### src/design/tgc_pkg.sv
// Contract
// Masked channel sets flag, no interrupt request
// Status read returns flags, then clears them
// Status upper four bits undefined on read
// Mask upper four bits undefined on read
// Run bits 0/1: count, or stop-and-clear
// Run bit 2 runs shared prescaler
// Run bit 3 keeps channels on in idle
// Cascade 00: 8-bit pair or 16-bit
// Cascade 01: low timer after preceding pair
// Cascade 10: all four channels, 32 bits
// Run bit 7 enables compare double buffering
// Run bit 4 unused, undefined on read
// Mode 00/01/10/11: 8-bit, 16-bit, PPG, PWM
// Enable pair before touching other pair registers
// Cascade 11 reserved, behaves as uncascaded
// Reset clears masks, flags and run fields
package tgc_pkg;
    localparam int unsigned ADDR_W = 32;
    localparam int unsigned DATA_W = 8;
    localparam int unsigned CH_N = 4;

    localparam logic [ADDR_W-1:0] ADDR_IRQ_CLEAR = 32'hFFFF_F110;
    localparam logic [ADDR_W-1:0] ADDR_IRQ_MASK = 32'hFFFF_F113;
    localparam logic [ADDR_W-1:0] ADDR_IRQ_STATUS = 32'hFFFF_F114;
    localparam logic [ADDR_W-1:0] ADDR_PAIR_CTRL = 32'hFFFF_F11A;
    localparam logic [ADDR_W-1:0] ADDR_RUN_CTRL = 32'hFFFF_F11B;
    localparam logic [ADDR_W-1:0] ADDR_PAIR_MODE = 32'hFFFF_F11F;

    localparam int unsigned RUN_LOW_BIT = 0;
    localparam int unsigned RUN_HIGH_BIT = 1;
    localparam int unsigned RUN_PRESC_BIT = 2;
    localparam int unsigned RUN_IDLE_BIT = 3;
    localparam int unsigned RUN_CASC_LSB = 5;
    localparam int unsigned RUN_CASC_MSB = 6;
    localparam int unsigned RUN_DBUF_BIT = 7;
    localparam logic [DATA_W-1:0] RUN_RW_MASK = 8'hEF;
    localparam int unsigned CTRL_EN_BIT = 7;
    localparam int unsigned MODE_OP_LSB = 6;
    localparam int unsigned MODE_OP_MSB = 7;

    localparam logic [1:0] CASC_NONE = 2'h0;
    localparam logic [1:0] CASC_24 = 2'h1;
    localparam logic [1:0] CASC_32 = 2'h2;
    localparam logic [1:0] OPM_TWO_8 = 2'h0;
    localparam logic [1:0] OPM_16 = 2'h1;
    localparam logic [1:0] OPM_PPG = 2'h2;
    localparam logic [1:0] OPM_PWM = 2'h3;

    localparam logic [CH_N-1:0] RST_FLAGS = 4'h0;
    localparam logic [CH_N-1:0] RST_MASK = 4'h0;
    localparam logic [DATA_W-1:0] RST_RUN = 8'h00;
    localparam logic [DATA_W-1:0] RST_MODE = 8'h00;
    localparam logic RST_PAIR_EN = 1'b0;
    localparam logic [1:0] RST_CLEAR = 2'h3;
    localparam logic [DATA_W-1:0] READ_ZERO = 8'h00;
endpackage : tgc_pkg

### src/design/tgc_timer_ctrl.sv
// Decided for this implementation: the address-and-strobe port.
`timescale 1ns/1ps
module tgc_timer_ctrl
    import tgc_pkg::*;
(
    input wire logic ref_clk,
    input wire logic rst_n,
    input wire logic [ADDR_W-1:0] addr,
    input wire logic [DATA_W-1:0] wdata,
    input wire logic wr_en,
    input wire logic rd_en,
    output logic [DATA_W-1:0] rdata,
    input wire logic [CH_N-1:0] timer_event,
    input wire logic idle_mode,
    output logic irq,
    output logic [1:0] timer_run,
    output logic [1:0] counter_clear,
    output logic prescaler_run,
    output logic channels_active,
    output logic pair_16bit,
    output logic cascade_24,
    output logic cascade_32,
    output logic [1:0] pair_operating_mode,
    output logic compare_double_buffer_en,
    output logic pair_enable
);
    typedef struct packed {
        logic [CH_N-1:0] flags;
        logic [CH_N-1:0] mask;
        logic pair_en;
        logic [DATA_W-1:0] run;
        logic [DATA_W-1:0] mode;
        logic [DATA_W-1:0] rdata;
        logic irq;
        logic [1:0] timer_run;
        logic [1:0] clear;
        logic presc_run;
        logic active;
        logic p16;
        logic c24;
        logic c32;
        logic dbuf;
    } tgc_state_s;

    tgc_state_s q;
    tgc_state_s d;
    logic [1:0] casc_d;
    logic [1:0] opm_d;

    always_comb begin
        d = q;
        d.rdata = READ_ZERO;
        if (rd_en) begin
            unique case (addr)
                ADDR_IRQ_STATUS: begin
                    // Upper bits undefined; zero keeps reads deterministic
                    d.rdata = {4'h0, q.flags};
                    d.flags = RST_FLAGS;
                end
                ADDR_IRQ_MASK: begin
                    d.rdata = {4'h0, q.mask};
                end
                ADDR_PAIR_CTRL: begin
                    d.rdata = {q.pair_en, 7'h00};
                end
                ADDR_RUN_CTRL: begin
                    // Bit 4 has no storage and reads zero
                    if (q.pair_en) begin
                        d.rdata = q.run & RUN_RW_MASK;
                    end
                end
                ADDR_PAIR_MODE: begin
                    if (q.pair_en) begin
                        d.rdata = q.mode;
                    end
                end
                default: begin
                    d.rdata = READ_ZERO;
                end
            endcase
        end
        if (wr_en) begin
            unique case (addr)
                ADDR_IRQ_CLEAR: begin
                    d.flags = q.flags & ~wdata[CH_N-1:0];
                end
                ADDR_IRQ_MASK: begin
                    d.mask = wdata[CH_N-1:0];
                end
                ADDR_PAIR_CTRL: begin
                    d.pair_en = wdata[CTRL_EN_BIT];
                end
                ADDR_RUN_CTRL: begin
                    // Disabled pair is unclocked; settings are held
                    if (q.pair_en) begin
                        d.run = wdata & RUN_RW_MASK;
                    end
                end
                ADDR_PAIR_MODE: begin
                    if (q.pair_en) begin
                        d.mode = wdata;
                    end
                end
                default: begin
                end
            endcase
        end
        // Event in the clearing cycle is kept: set beats clear
        d.flags = d.flags | timer_event;
        d.irq = |(d.flags & ~d.mask);
        d.active = ~idle_mode | d.run[RUN_IDLE_BIT];
        d.timer_run[0] = d.run[RUN_LOW_BIT] & d.active;
        d.timer_run[1] = d.run[RUN_HIGH_BIT] & d.active;
        d.clear[0] = ~d.run[RUN_LOW_BIT];
        d.clear[1] = ~d.run[RUN_HIGH_BIT];
        d.presc_run = d.run[RUN_PRESC_BIT] & d.active;
        casc_d = d.run[RUN_CASC_MSB:RUN_CASC_LSB];
        opm_d = d.mode[MODE_OP_MSB:MODE_OP_LSB];
        d.c24 = (casc_d == CASC_24);
        d.c32 = (casc_d == CASC_32);
        // Reserved cascade code falls back to the uncascaded pair
        d.p16 = (opm_d == OPM_16) && !d.c24 && !d.c32;
        d.dbuf = d.run[RUN_DBUF_BIT];
    end

    always_ff @(posedge ref_clk or negedge rst_n) begin
        if (!rst_n) begin
            q <= '0;
            q.flags <= RST_FLAGS;
            q.mask <= RST_MASK;
            q.pair_en <= RST_PAIR_EN;
            q.run <= RST_RUN;
            q.mode <= RST_MODE;
            q.clear <= RST_CLEAR;
        end else begin
            q <= d;
        end
    end

    assign rdata = q.rdata;
    assign irq = q.irq;
    assign timer_run = q.timer_run;
    assign counter_clear = q.clear;
    assign prescaler_run = q.presc_run;
    assign channels_active = q.active;
    assign pair_16bit = q.p16;
    assign cascade_24 = q.c24;
    assign cascade_32 = q.c32;
    assign pair_operating_mode = q.mode[MODE_OP_MSB:MODE_OP_LSB];
    assign compare_double_buffer_en = q.dbuf;
    assign pair_enable = q.pair_en;

    property p_masked_no_irq;
        @(posedge ref_clk) disable iff (!rst_n)
        ((q.flags & ~q.mask) == 4'h0) |-> !irq;
    endproperty
    a_masked_no_irq: assert property (p_masked_no_irq)
        else $error("Interrupt raised with only masked flags");

    property p_masked_flag_sets;
        @(posedge ref_clk) disable iff (!rst_n)
        (timer_event[0] && q.mask[0] && !(wr_en && addr == ADDR_IRQ_MASK))
            |=> (q.flags[0] && !(irq && q.flags == 4'h1));
    endproperty
    a_masked_flag_sets: assert property (p_masked_flag_sets)
        else $error("Masked event lost its flag or raised interrupt");

    property p_read_clears;
        @(posedge ref_clk) disable iff (!rst_n)
        (rd_en && addr == ADDR_IRQ_STATUS && timer_event == 4'h0)
            |=> (q.flags == 4'h0 && rdata[3:0] == $past(q.flags))
            ##1 ($past(rd_en) || rdata == READ_ZERO);
    endproperty
    a_read_clears: assert property (p_read_clears)
        else $error("Status read did not return and clear flags");

    property p_status_upper;
        @(posedge ref_clk) disable iff (!rst_n)
        (rd_en && addr == ADDR_IRQ_STATUS) |=> (rdata[7:4] == 4'h0);
    endproperty
    a_status_upper: assert property (p_status_upper)
        else $error("Status upper bits not zero");

    property p_mask_read;
        @(posedge ref_clk) disable iff (!rst_n)
        (rd_en && addr == ADDR_IRQ_MASK) |=> (rdata == {4'h0, $past(q.mask)});
    endproperty
    a_mask_read: assert property (p_mask_read)
        else $error("Mask read wrong");

    property p_stop_clears;
        @(posedge ref_clk) disable iff (!rst_n)
        !q.run[RUN_LOW_BIT] |-> (counter_clear[0] && !timer_run[0]);
    endproperty
    a_stop_clears: assert property (p_stop_clears)
        else $error("Stopped low timer not held clear");

    property p_prescaler;
        @(posedge ref_clk) disable iff (!rst_n)
        prescaler_run |-> (q.run[RUN_PRESC_BIT] && channels_active);
    endproperty
    a_prescaler: assert property (p_prescaler)
        else $error("Prescaler runs without its run bit");

    property p_idle_off;
        @(posedge ref_clk) disable iff (!rst_n)
        (idle_mode && !wr_en && !q.run[RUN_IDLE_BIT]) |=> (!channels_active && timer_run == 2'h0);
    endproperty
    a_idle_off: assert property (p_idle_off)
        else $error("Channels still active in idle");

    property p_cascade;
        @(posedge ref_clk) disable iff (!rst_n)
        (cascade_24 == (q.run[6:5] == CASC_24)) && (cascade_32 == (q.run[6:5] == CASC_32))
            && !(pair_16bit && (cascade_24 || cascade_32));
    endproperty
    a_cascade: assert property (p_cascade)
        else $error("Cascade outputs disagree with run register");

    property p_disabled_hold;
        @(posedge ref_clk) disable iff (!rst_n)
        (wr_en && addr == ADDR_RUN_CTRL && !pair_enable) |=> $stable(q.run);
    endproperty
    a_disabled_hold: assert property (p_disabled_hold)
        else $error("Run register written while pair disabled");

    property p_run_read_bit4;
        @(posedge ref_clk) disable iff (!rst_n)
        (rd_en && addr == ADDR_RUN_CTRL) |=> !rdata[4];
    endproperty
    a_run_read_bit4: assert property (p_run_read_bit4)
        else $error("Run bit 4 read nonzero");

    property p_dbuf;
        @(posedge ref_clk) disable iff (!rst_n)
        (wr_en && addr == ADDR_RUN_CTRL && pair_enable)
            |=> (compare_double_buffer_en == $past(wdata[RUN_DBUF_BIT]));
    endproperty
    a_dbuf: assert property (p_dbuf)
        else $error("Double buffer enable not taken from bit 7");

    property p_irq_follows;
        @(posedge ref_clk) disable iff (!rst_n)
        (timer_event[2] && !q.mask[2] && !(wr_en && addr == ADDR_IRQ_MASK)) |=> irq;
    endproperty
    a_irq_follows: assert property (p_irq_follows)
        else $error("Unmasked event raised no interrupt");

    property p_masked_quiet;
        @(posedge ref_clk) disable iff (!rst_n)
        (timer_event != 4'h0 && (timer_event & ~q.mask) == 4'h0
            && (q.flags & ~q.mask) == 4'h0 && !wr_en) |=> !irq;
    endproperty
    a_masked_quiet: assert property (p_masked_quiet)
        else $error("Masked events raised interrupt");

    property p_read_set_wins;
        @(posedge ref_clk) disable iff (!rst_n)
        (rd_en && addr == ADDR_IRQ_STATUS) |=> (q.flags == $past(timer_event));
    endproperty
    a_read_set_wins: assert property (p_read_set_wins)
        else $error("Status read lost an event or kept old flags");

    property p_clear_write;
        @(posedge ref_clk) disable iff (!rst_n)
        (wr_en && addr == ADDR_IRQ_CLEAR)
            |=> (q.flags == (($past(q.flags) & ~$past(wdata[3:0])) | $past(timer_event)));
    endproperty
    a_clear_write: assert property (p_clear_write)
        else $error("Clear write gave wrong flags");

    property p_flags_sticky;
        @(posedge ref_clk) disable iff (!rst_n)
        (!(rd_en && addr == ADDR_IRQ_STATUS) && !(wr_en && addr == ADDR_IRQ_CLEAR))
            |=> (q.flags == ($past(q.flags) | $past(timer_event)));
    endproperty
    a_flags_sticky: assert property (p_flags_sticky)
        else $error("Flags changed without event, read or clear");

    property p_mask_write;
        @(posedge ref_clk) disable iff (!rst_n)
        (wr_en && addr == ADDR_IRQ_MASK) |=> (q.mask == $past(wdata[3:0]));
    endproperty
    a_mask_write: assert property (p_mask_write)
        else $error("Mask write not stored");

    property p_run_clear;
        @(posedge ref_clk) disable iff (!rst_n)
        (wr_en && addr == ADDR_RUN_CTRL && pair_enable)
            |=> (counter_clear == ~$past(wdata[1:0]));
    endproperty
    a_run_clear: assert property (p_run_clear)
        else $error("Counter clear does not follow run bits");

    property p_run_start;
        @(posedge ref_clk) disable iff (!rst_n)
        (wr_en && addr == ADDR_RUN_CTRL && pair_enable && !idle_mode)
            |=> (timer_run == $past(wdata[1:0]));
    endproperty
    a_run_start: assert property (p_run_start)
        else $error("Timer run does not follow run bits");

    property p_presc_start;
        @(posedge ref_clk) disable iff (!rst_n)
        (wr_en && addr == ADDR_RUN_CTRL && pair_enable && !idle_mode)
            |=> (prescaler_run == $past(wdata[RUN_PRESC_BIT]));
    endproperty
    a_presc_start: assert property (p_presc_start)
        else $error("Prescaler run does not follow bit 2");

    property p_idle_keep;
        @(posedge ref_clk) disable iff (!rst_n)
        (q.run[RUN_IDLE_BIT] && !(wr_en && addr == ADDR_RUN_CTRL)) |=> channels_active;
    endproperty
    a_idle_keep: assert property (p_idle_keep)
        else $error("Channels stopped although idle operation is on");

    property p_mode_write;
        @(posedge ref_clk) disable iff (!rst_n)
        (wr_en && addr == ADDR_PAIR_MODE && pair_enable)
            |=> (pair_operating_mode == $past(wdata[MODE_OP_MSB:MODE_OP_LSB]));
    endproperty
    a_mode_write: assert property (p_mode_write)
        else $error("Operating mode not taken from mode write");

    property p_mode_read;
        @(posedge ref_clk) disable iff (!rst_n)
        (rd_en && addr == ADDR_PAIR_MODE && pair_enable) |=> (rdata == $past(q.mode));
    endproperty
    a_mode_read: assert property (p_mode_read)
        else $error("Mode register read wrong");

    property p_disabled_read;
        @(posedge ref_clk) disable iff (!rst_n)
        (rd_en && (addr == ADDR_RUN_CTRL || addr == ADDR_PAIR_MODE) && !pair_enable)
            |=> (rdata == READ_ZERO);
    endproperty
    a_disabled_read: assert property (p_disabled_read)
        else $error("Disabled pair register read nonzero");

    property p_mode_hold;
        @(posedge ref_clk) disable iff (!rst_n)
        (wr_en && addr == ADDR_PAIR_MODE && !pair_enable) |=> $stable(q.mode);
    endproperty
    a_mode_hold: assert property (p_mode_hold)
        else $error("Mode register written while pair disabled");

    property p_rdata_idle;
        @(posedge ref_clk) disable iff (!rst_n)
        !rd_en |=> (rdata == READ_ZERO);
    endproperty
    a_rdata_idle: assert property (p_rdata_idle)
        else $error("Read data not zero outside read cycle");

    property p_pair16;
        @(posedge ref_clk) disable iff (!rst_n)
        (q.mode[MODE_OP_MSB:MODE_OP_LSB] == OPM_16 && !wr_en
            && q.run[RUN_CASC_MSB:RUN_CASC_LSB] == CASC_NONE) |=> pair_16bit;
    endproperty
    a_pair16: assert property (p_pair16)
        else $error("Uncascaded 16-bit mode not selected");
endmodule : tgc_timer_ctrl

### config.mk
export PLATFORM = sky130hd
export DESIGN_NAME = tgc_timer_ctrl
export DESIGN_NICKNAME = d
export VERILOG_FILES = /design/src/design/tgc_pkg.sv /design/src/design/tgc_timer_ctrl.sv
export SDC_FILE = /design/constraint.sdc
export NUM_CORES = 1
export LEC_CHECK = 0
export BUFFER_PORTS_ARGS = -buffer_cell sky130_fd_sc_hd__buf_4
export CORE_MARGIN = 3
export CORE_UTILIZATION = 30
export DETAILED_ROUTE_END_ITERATION = 10
export GPL_TIMING_DRIVEN = 0
export RECOVER_POWER = 25
export SYNTH_ARGS = -nofsm -noshare
export SYNTH_HDL_FRONTEND = slang
export SYNTH_SLANG_ARGS = --single-unit
### constraint.sdc
create_clock -name ref_clk -period 2.3 [get_ports ref_clk]
set_input_delay 0.115 -clock ref_clk [delete_from_list [all_inputs] [get_ports ref_clk]]
set_output_delay 0.115 -clock ref_clk [all_outputs]
set_load 0.01 [all_outputs]
==> metrics <==
status complete, no violations; dominant combinational cell family by area after synthesis simple AND/OR/NAND/NOR gates; commonest cells after routing, fill and taps aside 83 x sky130_fd_sc_hd__buf_4, 40 x sky130_fd_sc_hd__dfrtp_1, 14 x sky130_fd_sc_hd__mux2_2; total CTS buffers 5; post-synthesis compound-gate area fraction 12.5%; summed instance area of the synthesized netlist 0.00216 mm^2; GPL Wtd Cong between 0.7 and 0.8; overflow left after global routing 0; # Max-Cap Violations 0; cell count after synthesis 199; via count of the first global-routing pass roughly 1.8k; total I/O pin count 71; total track usage 12.6%; clock transition at the registers of the reported paths about 0.08 ns; clock period minus final worst setup slack 2.18 ns; commonest non-fill, non-tap cell in the layout sky130_fd_sc_hd__buf_4; type of the worst setup path input pin to register; worst hold path type input pin to register; syn nets between 200 and 250; reg2reg setup slack approximately 0.37 ns; Fillers between 700 and 800; worst IR drop on VDD approximately 210 uV; synthesis-stage register bit count 42; Crit. End Element register; power spent charging and discharging nets approximately 0.33 mW; area growth from synthesis to layout 35.8%; wire length after detailed routing 5270 um; CP peak stage delay between 0.5 and 0.6 ns; Endpoint, Worst Hold channels_active; Synth Area per Inst between 10 and 15 um^2; Post-Route Skew 0.00384 ns; setup repair after global routing missed its margin no; P_leak between 1 and 1.5 nW; # nets final ~330; Simple-Gate Fraction of Synth Area 20.3%; drt first-iter violations between 80 and 90; portion of netlist area occupied by mux cells between 10 and 15%; switching share of power 22.5%; floorplan die width a little over 90 um; highest clock frequency the design can meet ~460 MHz; worst-path cell chain buf_4 > or4b_1 > or4_1 > buf_2 > nor4_4 > buf_4 > nand3_1 > a31oi_1; total vias in the final route about 1.8k; kind of start point of the critical path input pin; beginning of the worst hold path idle_mode; warnings from Yosys 0; Cell Pwr Density roughly 500 mW/mm^2; slowest cell on the critical path sky130_fd_sc_hd__or4_1; met2 WL roughly 2500 um; endpoint of the worst register-to-register path prescaler_run; Cell Int Power ~1.1 mW; sum of met3 wire segment lengths after detailed routing 311 um; number of flops mapped to enable cells by yosys 0; root buf cell sky130_fd_sc_hd__clkbuf_8; clock network power share 40.2%; Post-Synth XOR/XNOR Area 0%; area of all placed cells without fillers about 0.0029 mm^2; sequential element share of the synthesized area between 40% and 50%; number of iterations in the first detailed-routing pass 4; total placed instance area between 0.002 and 0.003 mm^2; top metal layer carrying routed signals met4; Sink Count 42; global-route wire length before repair about 8500 um; Crit path max-delay family simple AND/OR/NAND/NOR gates; diode insertion count for antenna repair 0; Reg-to-Reg Start pair_enable; area share of the largest cell type after synthesis a little under half; power share of the sequential group around half; worst slew pin tran roughly 1.0 ns; relative contribution of combinational cells to total power a little under a tenth; Final Max Tran Viols 0; most used flip-flop cell after synthesis sky130_fd_sc_hd__dfrtp_1; post-detailed-route DRC marker count 0; layout cell share with drive strength beyond 1 between 40 and 50%; # setup viols final 0; area enclosed by the die boundary 0.00824 mm^2; number of cells on the worst reg-to-reg path 5; relative max-transition margin approximately a third; count of buffer and inverter cells on the critical path 3; clock tree from TritonCTS built; crit share post-route 94.7%; largest area contributor in the netlist sky130_fd_sc_hd__dfrtp_1; count of final hold-check violations 0; final core area utilization between 40% and 50%; detailed placement HPWL between 4000 and 5000 um; Row Count 30; detailed-routing wirelength on met1 ~2400 um; most used cell, CP sky130_fd_sc_hd__buf_4; Max Root-Sink Buffers 2; top post-synthesis cells by area sky130_fd_sc_hd__dfrtp_1 46%, sky130_fd_sc_hd__mux2_2 7.3%, sky130_fd_sc_hd__buf_4 5.2%, sky130_fd_sc_hd__nand4_1 3.2%, sky130_fd_sc_hd__mux2i_1 2.8%; number of antenna violations at the first check in global routing 0; Crit path required time 2.51 ns; Initial Utilization a little under a third; vias per cell 4.83; Placeable Area 0.00687 mm^2; Port Buffer Count approximately 70; worst-skew pair later-pin latency approximately 0.29 ns; Hold Path Stages 2; die outline height 90.8 um; number of distinct library cells after synthesis 44; post-DR wirelength/cell around 14 um; number of nets with antenna violations after detailed routing 0; arrival time of data at the critical path endpoint between 2 and 2.5 ns; Worst Path Max Fanout 10; overall power consumption around 1.5 mW; fraction of synthesis flops using an asynchronous set or reset pin 100%; maximum number of pins on one net before global-route repair 43; Synth Area in Adders 0%; H-tree depth 2
==> logic make-up (layout without fill, tap and decap cells) <==
kind of cell / count (synthesis) / in the layout
mux: 20 / 20
buf+inv: 32 / 111
compound gates: 38 / 38
flops: 42 / 42
simple gates: 67 / 67
==> synthesized netlist by cell type (3+ instances only) <==
cell                       count
sky130_fd_sc_hd__dfrtp_1      40
sky130_fd_sc_hd__buf_4        15
sky130_fd_sc_hd__mux2_2       14
sky130_fd_sc_hd__nand3_1      11
sky130_fd_sc_hd__nand4_1      11
sky130_fd_sc_hd__inv_1        10
sky130_fd_sc_hd__a21oi_1       9
sky130_fd_sc_hd__nand2_1       9
sky130_fd_sc_hd__mux2i_1       6
sky130_fd_sc_hd__nand2b_1      6
sky130_fd_sc_hd__a32oi_1       5
sky130_fd_sc_hd__clkbuf_1      5
sky130_fd_sc_hd__a22o_1        4
sky130_fd_sc_hd__a31oi_1       4
sky130_fd_sc_hd__nand4b_1      3
sky130_fd_sc_hd__o21ai_0       3
sky130_fd_sc_hd__o221ai_1      3
sky130_fd_sc_hd__o31a_1        3
sky130_fd_sc_hd__o31ai_1       3
sky130_fd_sc_hd__or2_2         3
==> layout make-up <==
cell class | count | area [um^2] | area share [%]
timing repair buffer | 71 | 531 | 18.1
multi-input combinational | 125 | 935 | 31.9
tap | 96 | 120 | 4.10
clock inverter | 2 | 37.5 | 1.28
clock buffer | 6 | 72.6 | 2.48
inverter | 10 | 37.5 | 1.28
sequential | 42 | 1050 | 36.0
buffer | 22 | 140 | 4.79
==> worst reg2reg max path: cells and delay by family, from the launching register on <==
family | cells | cell delay (ns)
flops | 1 | 0.41
mux | 1 | 0.43
simple gates | 2 | 0.26
compound gates | 1 | 0.12
buf+inv | 1 | 0.58
==> power by group through the flow <==
| stage | Clock (mW) | Sequential (mW) | Combinational (mW) |
|---|---|---|---|
| after floorplan | 0 | 0.754 | 0.0302 |
| after global placement | 0 | 0.754 | 0.131 |
| after detailed placement | 0 | 0.754 | 0.133 |
| after CTS | 0.600 | 0.739 | 0.135 |
| after global routing | 0.627 | 0.739 | 0.147 |
| final | 0.586 | 0.739 | 0.133 |
==> worst max-delay path by stage <==
stage	start	to	slack, ns	depth (start not counted)
6_report	addr[7]	rdata[1]	0.12	8
3_3_place_gp	addr[5]	prescaler_run	-0.30	7
4_1_cts	addr[5]	prescaler_run	0.01	7
2_1_floorplan	addr[7]	pair_operating_mode[0]	0.1	6
3_5_place_dp	addr[7]	q[24]	-0.29	7
5_1_grt	addr[0]	irq	0.003	5
==> stage by stage <==
step	hold slack (ns)	setup slack, ns	cells	setup TNS (ns)
CTS	0.00809	0.0104	372	0
floorplan	-0.181	0.0967	199	0
detailed placement	0.136	-0.292	363	-6.17
global placement	0.130	-0.299	363	-5.95
finish	0.0115	0.123	374	0
global route	0.00806	0.00341	374	0
==> timing repair <==
item,in CTS,in global routing
gates resized for setup,0,3
hold buffers,1,0
endpoints found under the hold margin,40,0
setup buffers,0,1
endpoints found under the setup margin,0,21
==> layer usage <==
layer	vias to the layer above	track usage [%]
li1	886	-
met1	861	16.1
met2	56	21.2
met3	5	4.00
met4	0	2.14
met5	-	0
==> state kept, by name, indices dropped and copies added, names as in the netlist <==
signal               flops
pair_operating_mode      2
pair_enable              1
counter_clear            2
pair_16bit               1
cascade_32               1
channels_active          1
timer_run                2
rdata                    8
cascade_24               1
q                       21
irq                      1
prescaler_run            1
(Power assumes the default switching activity.)
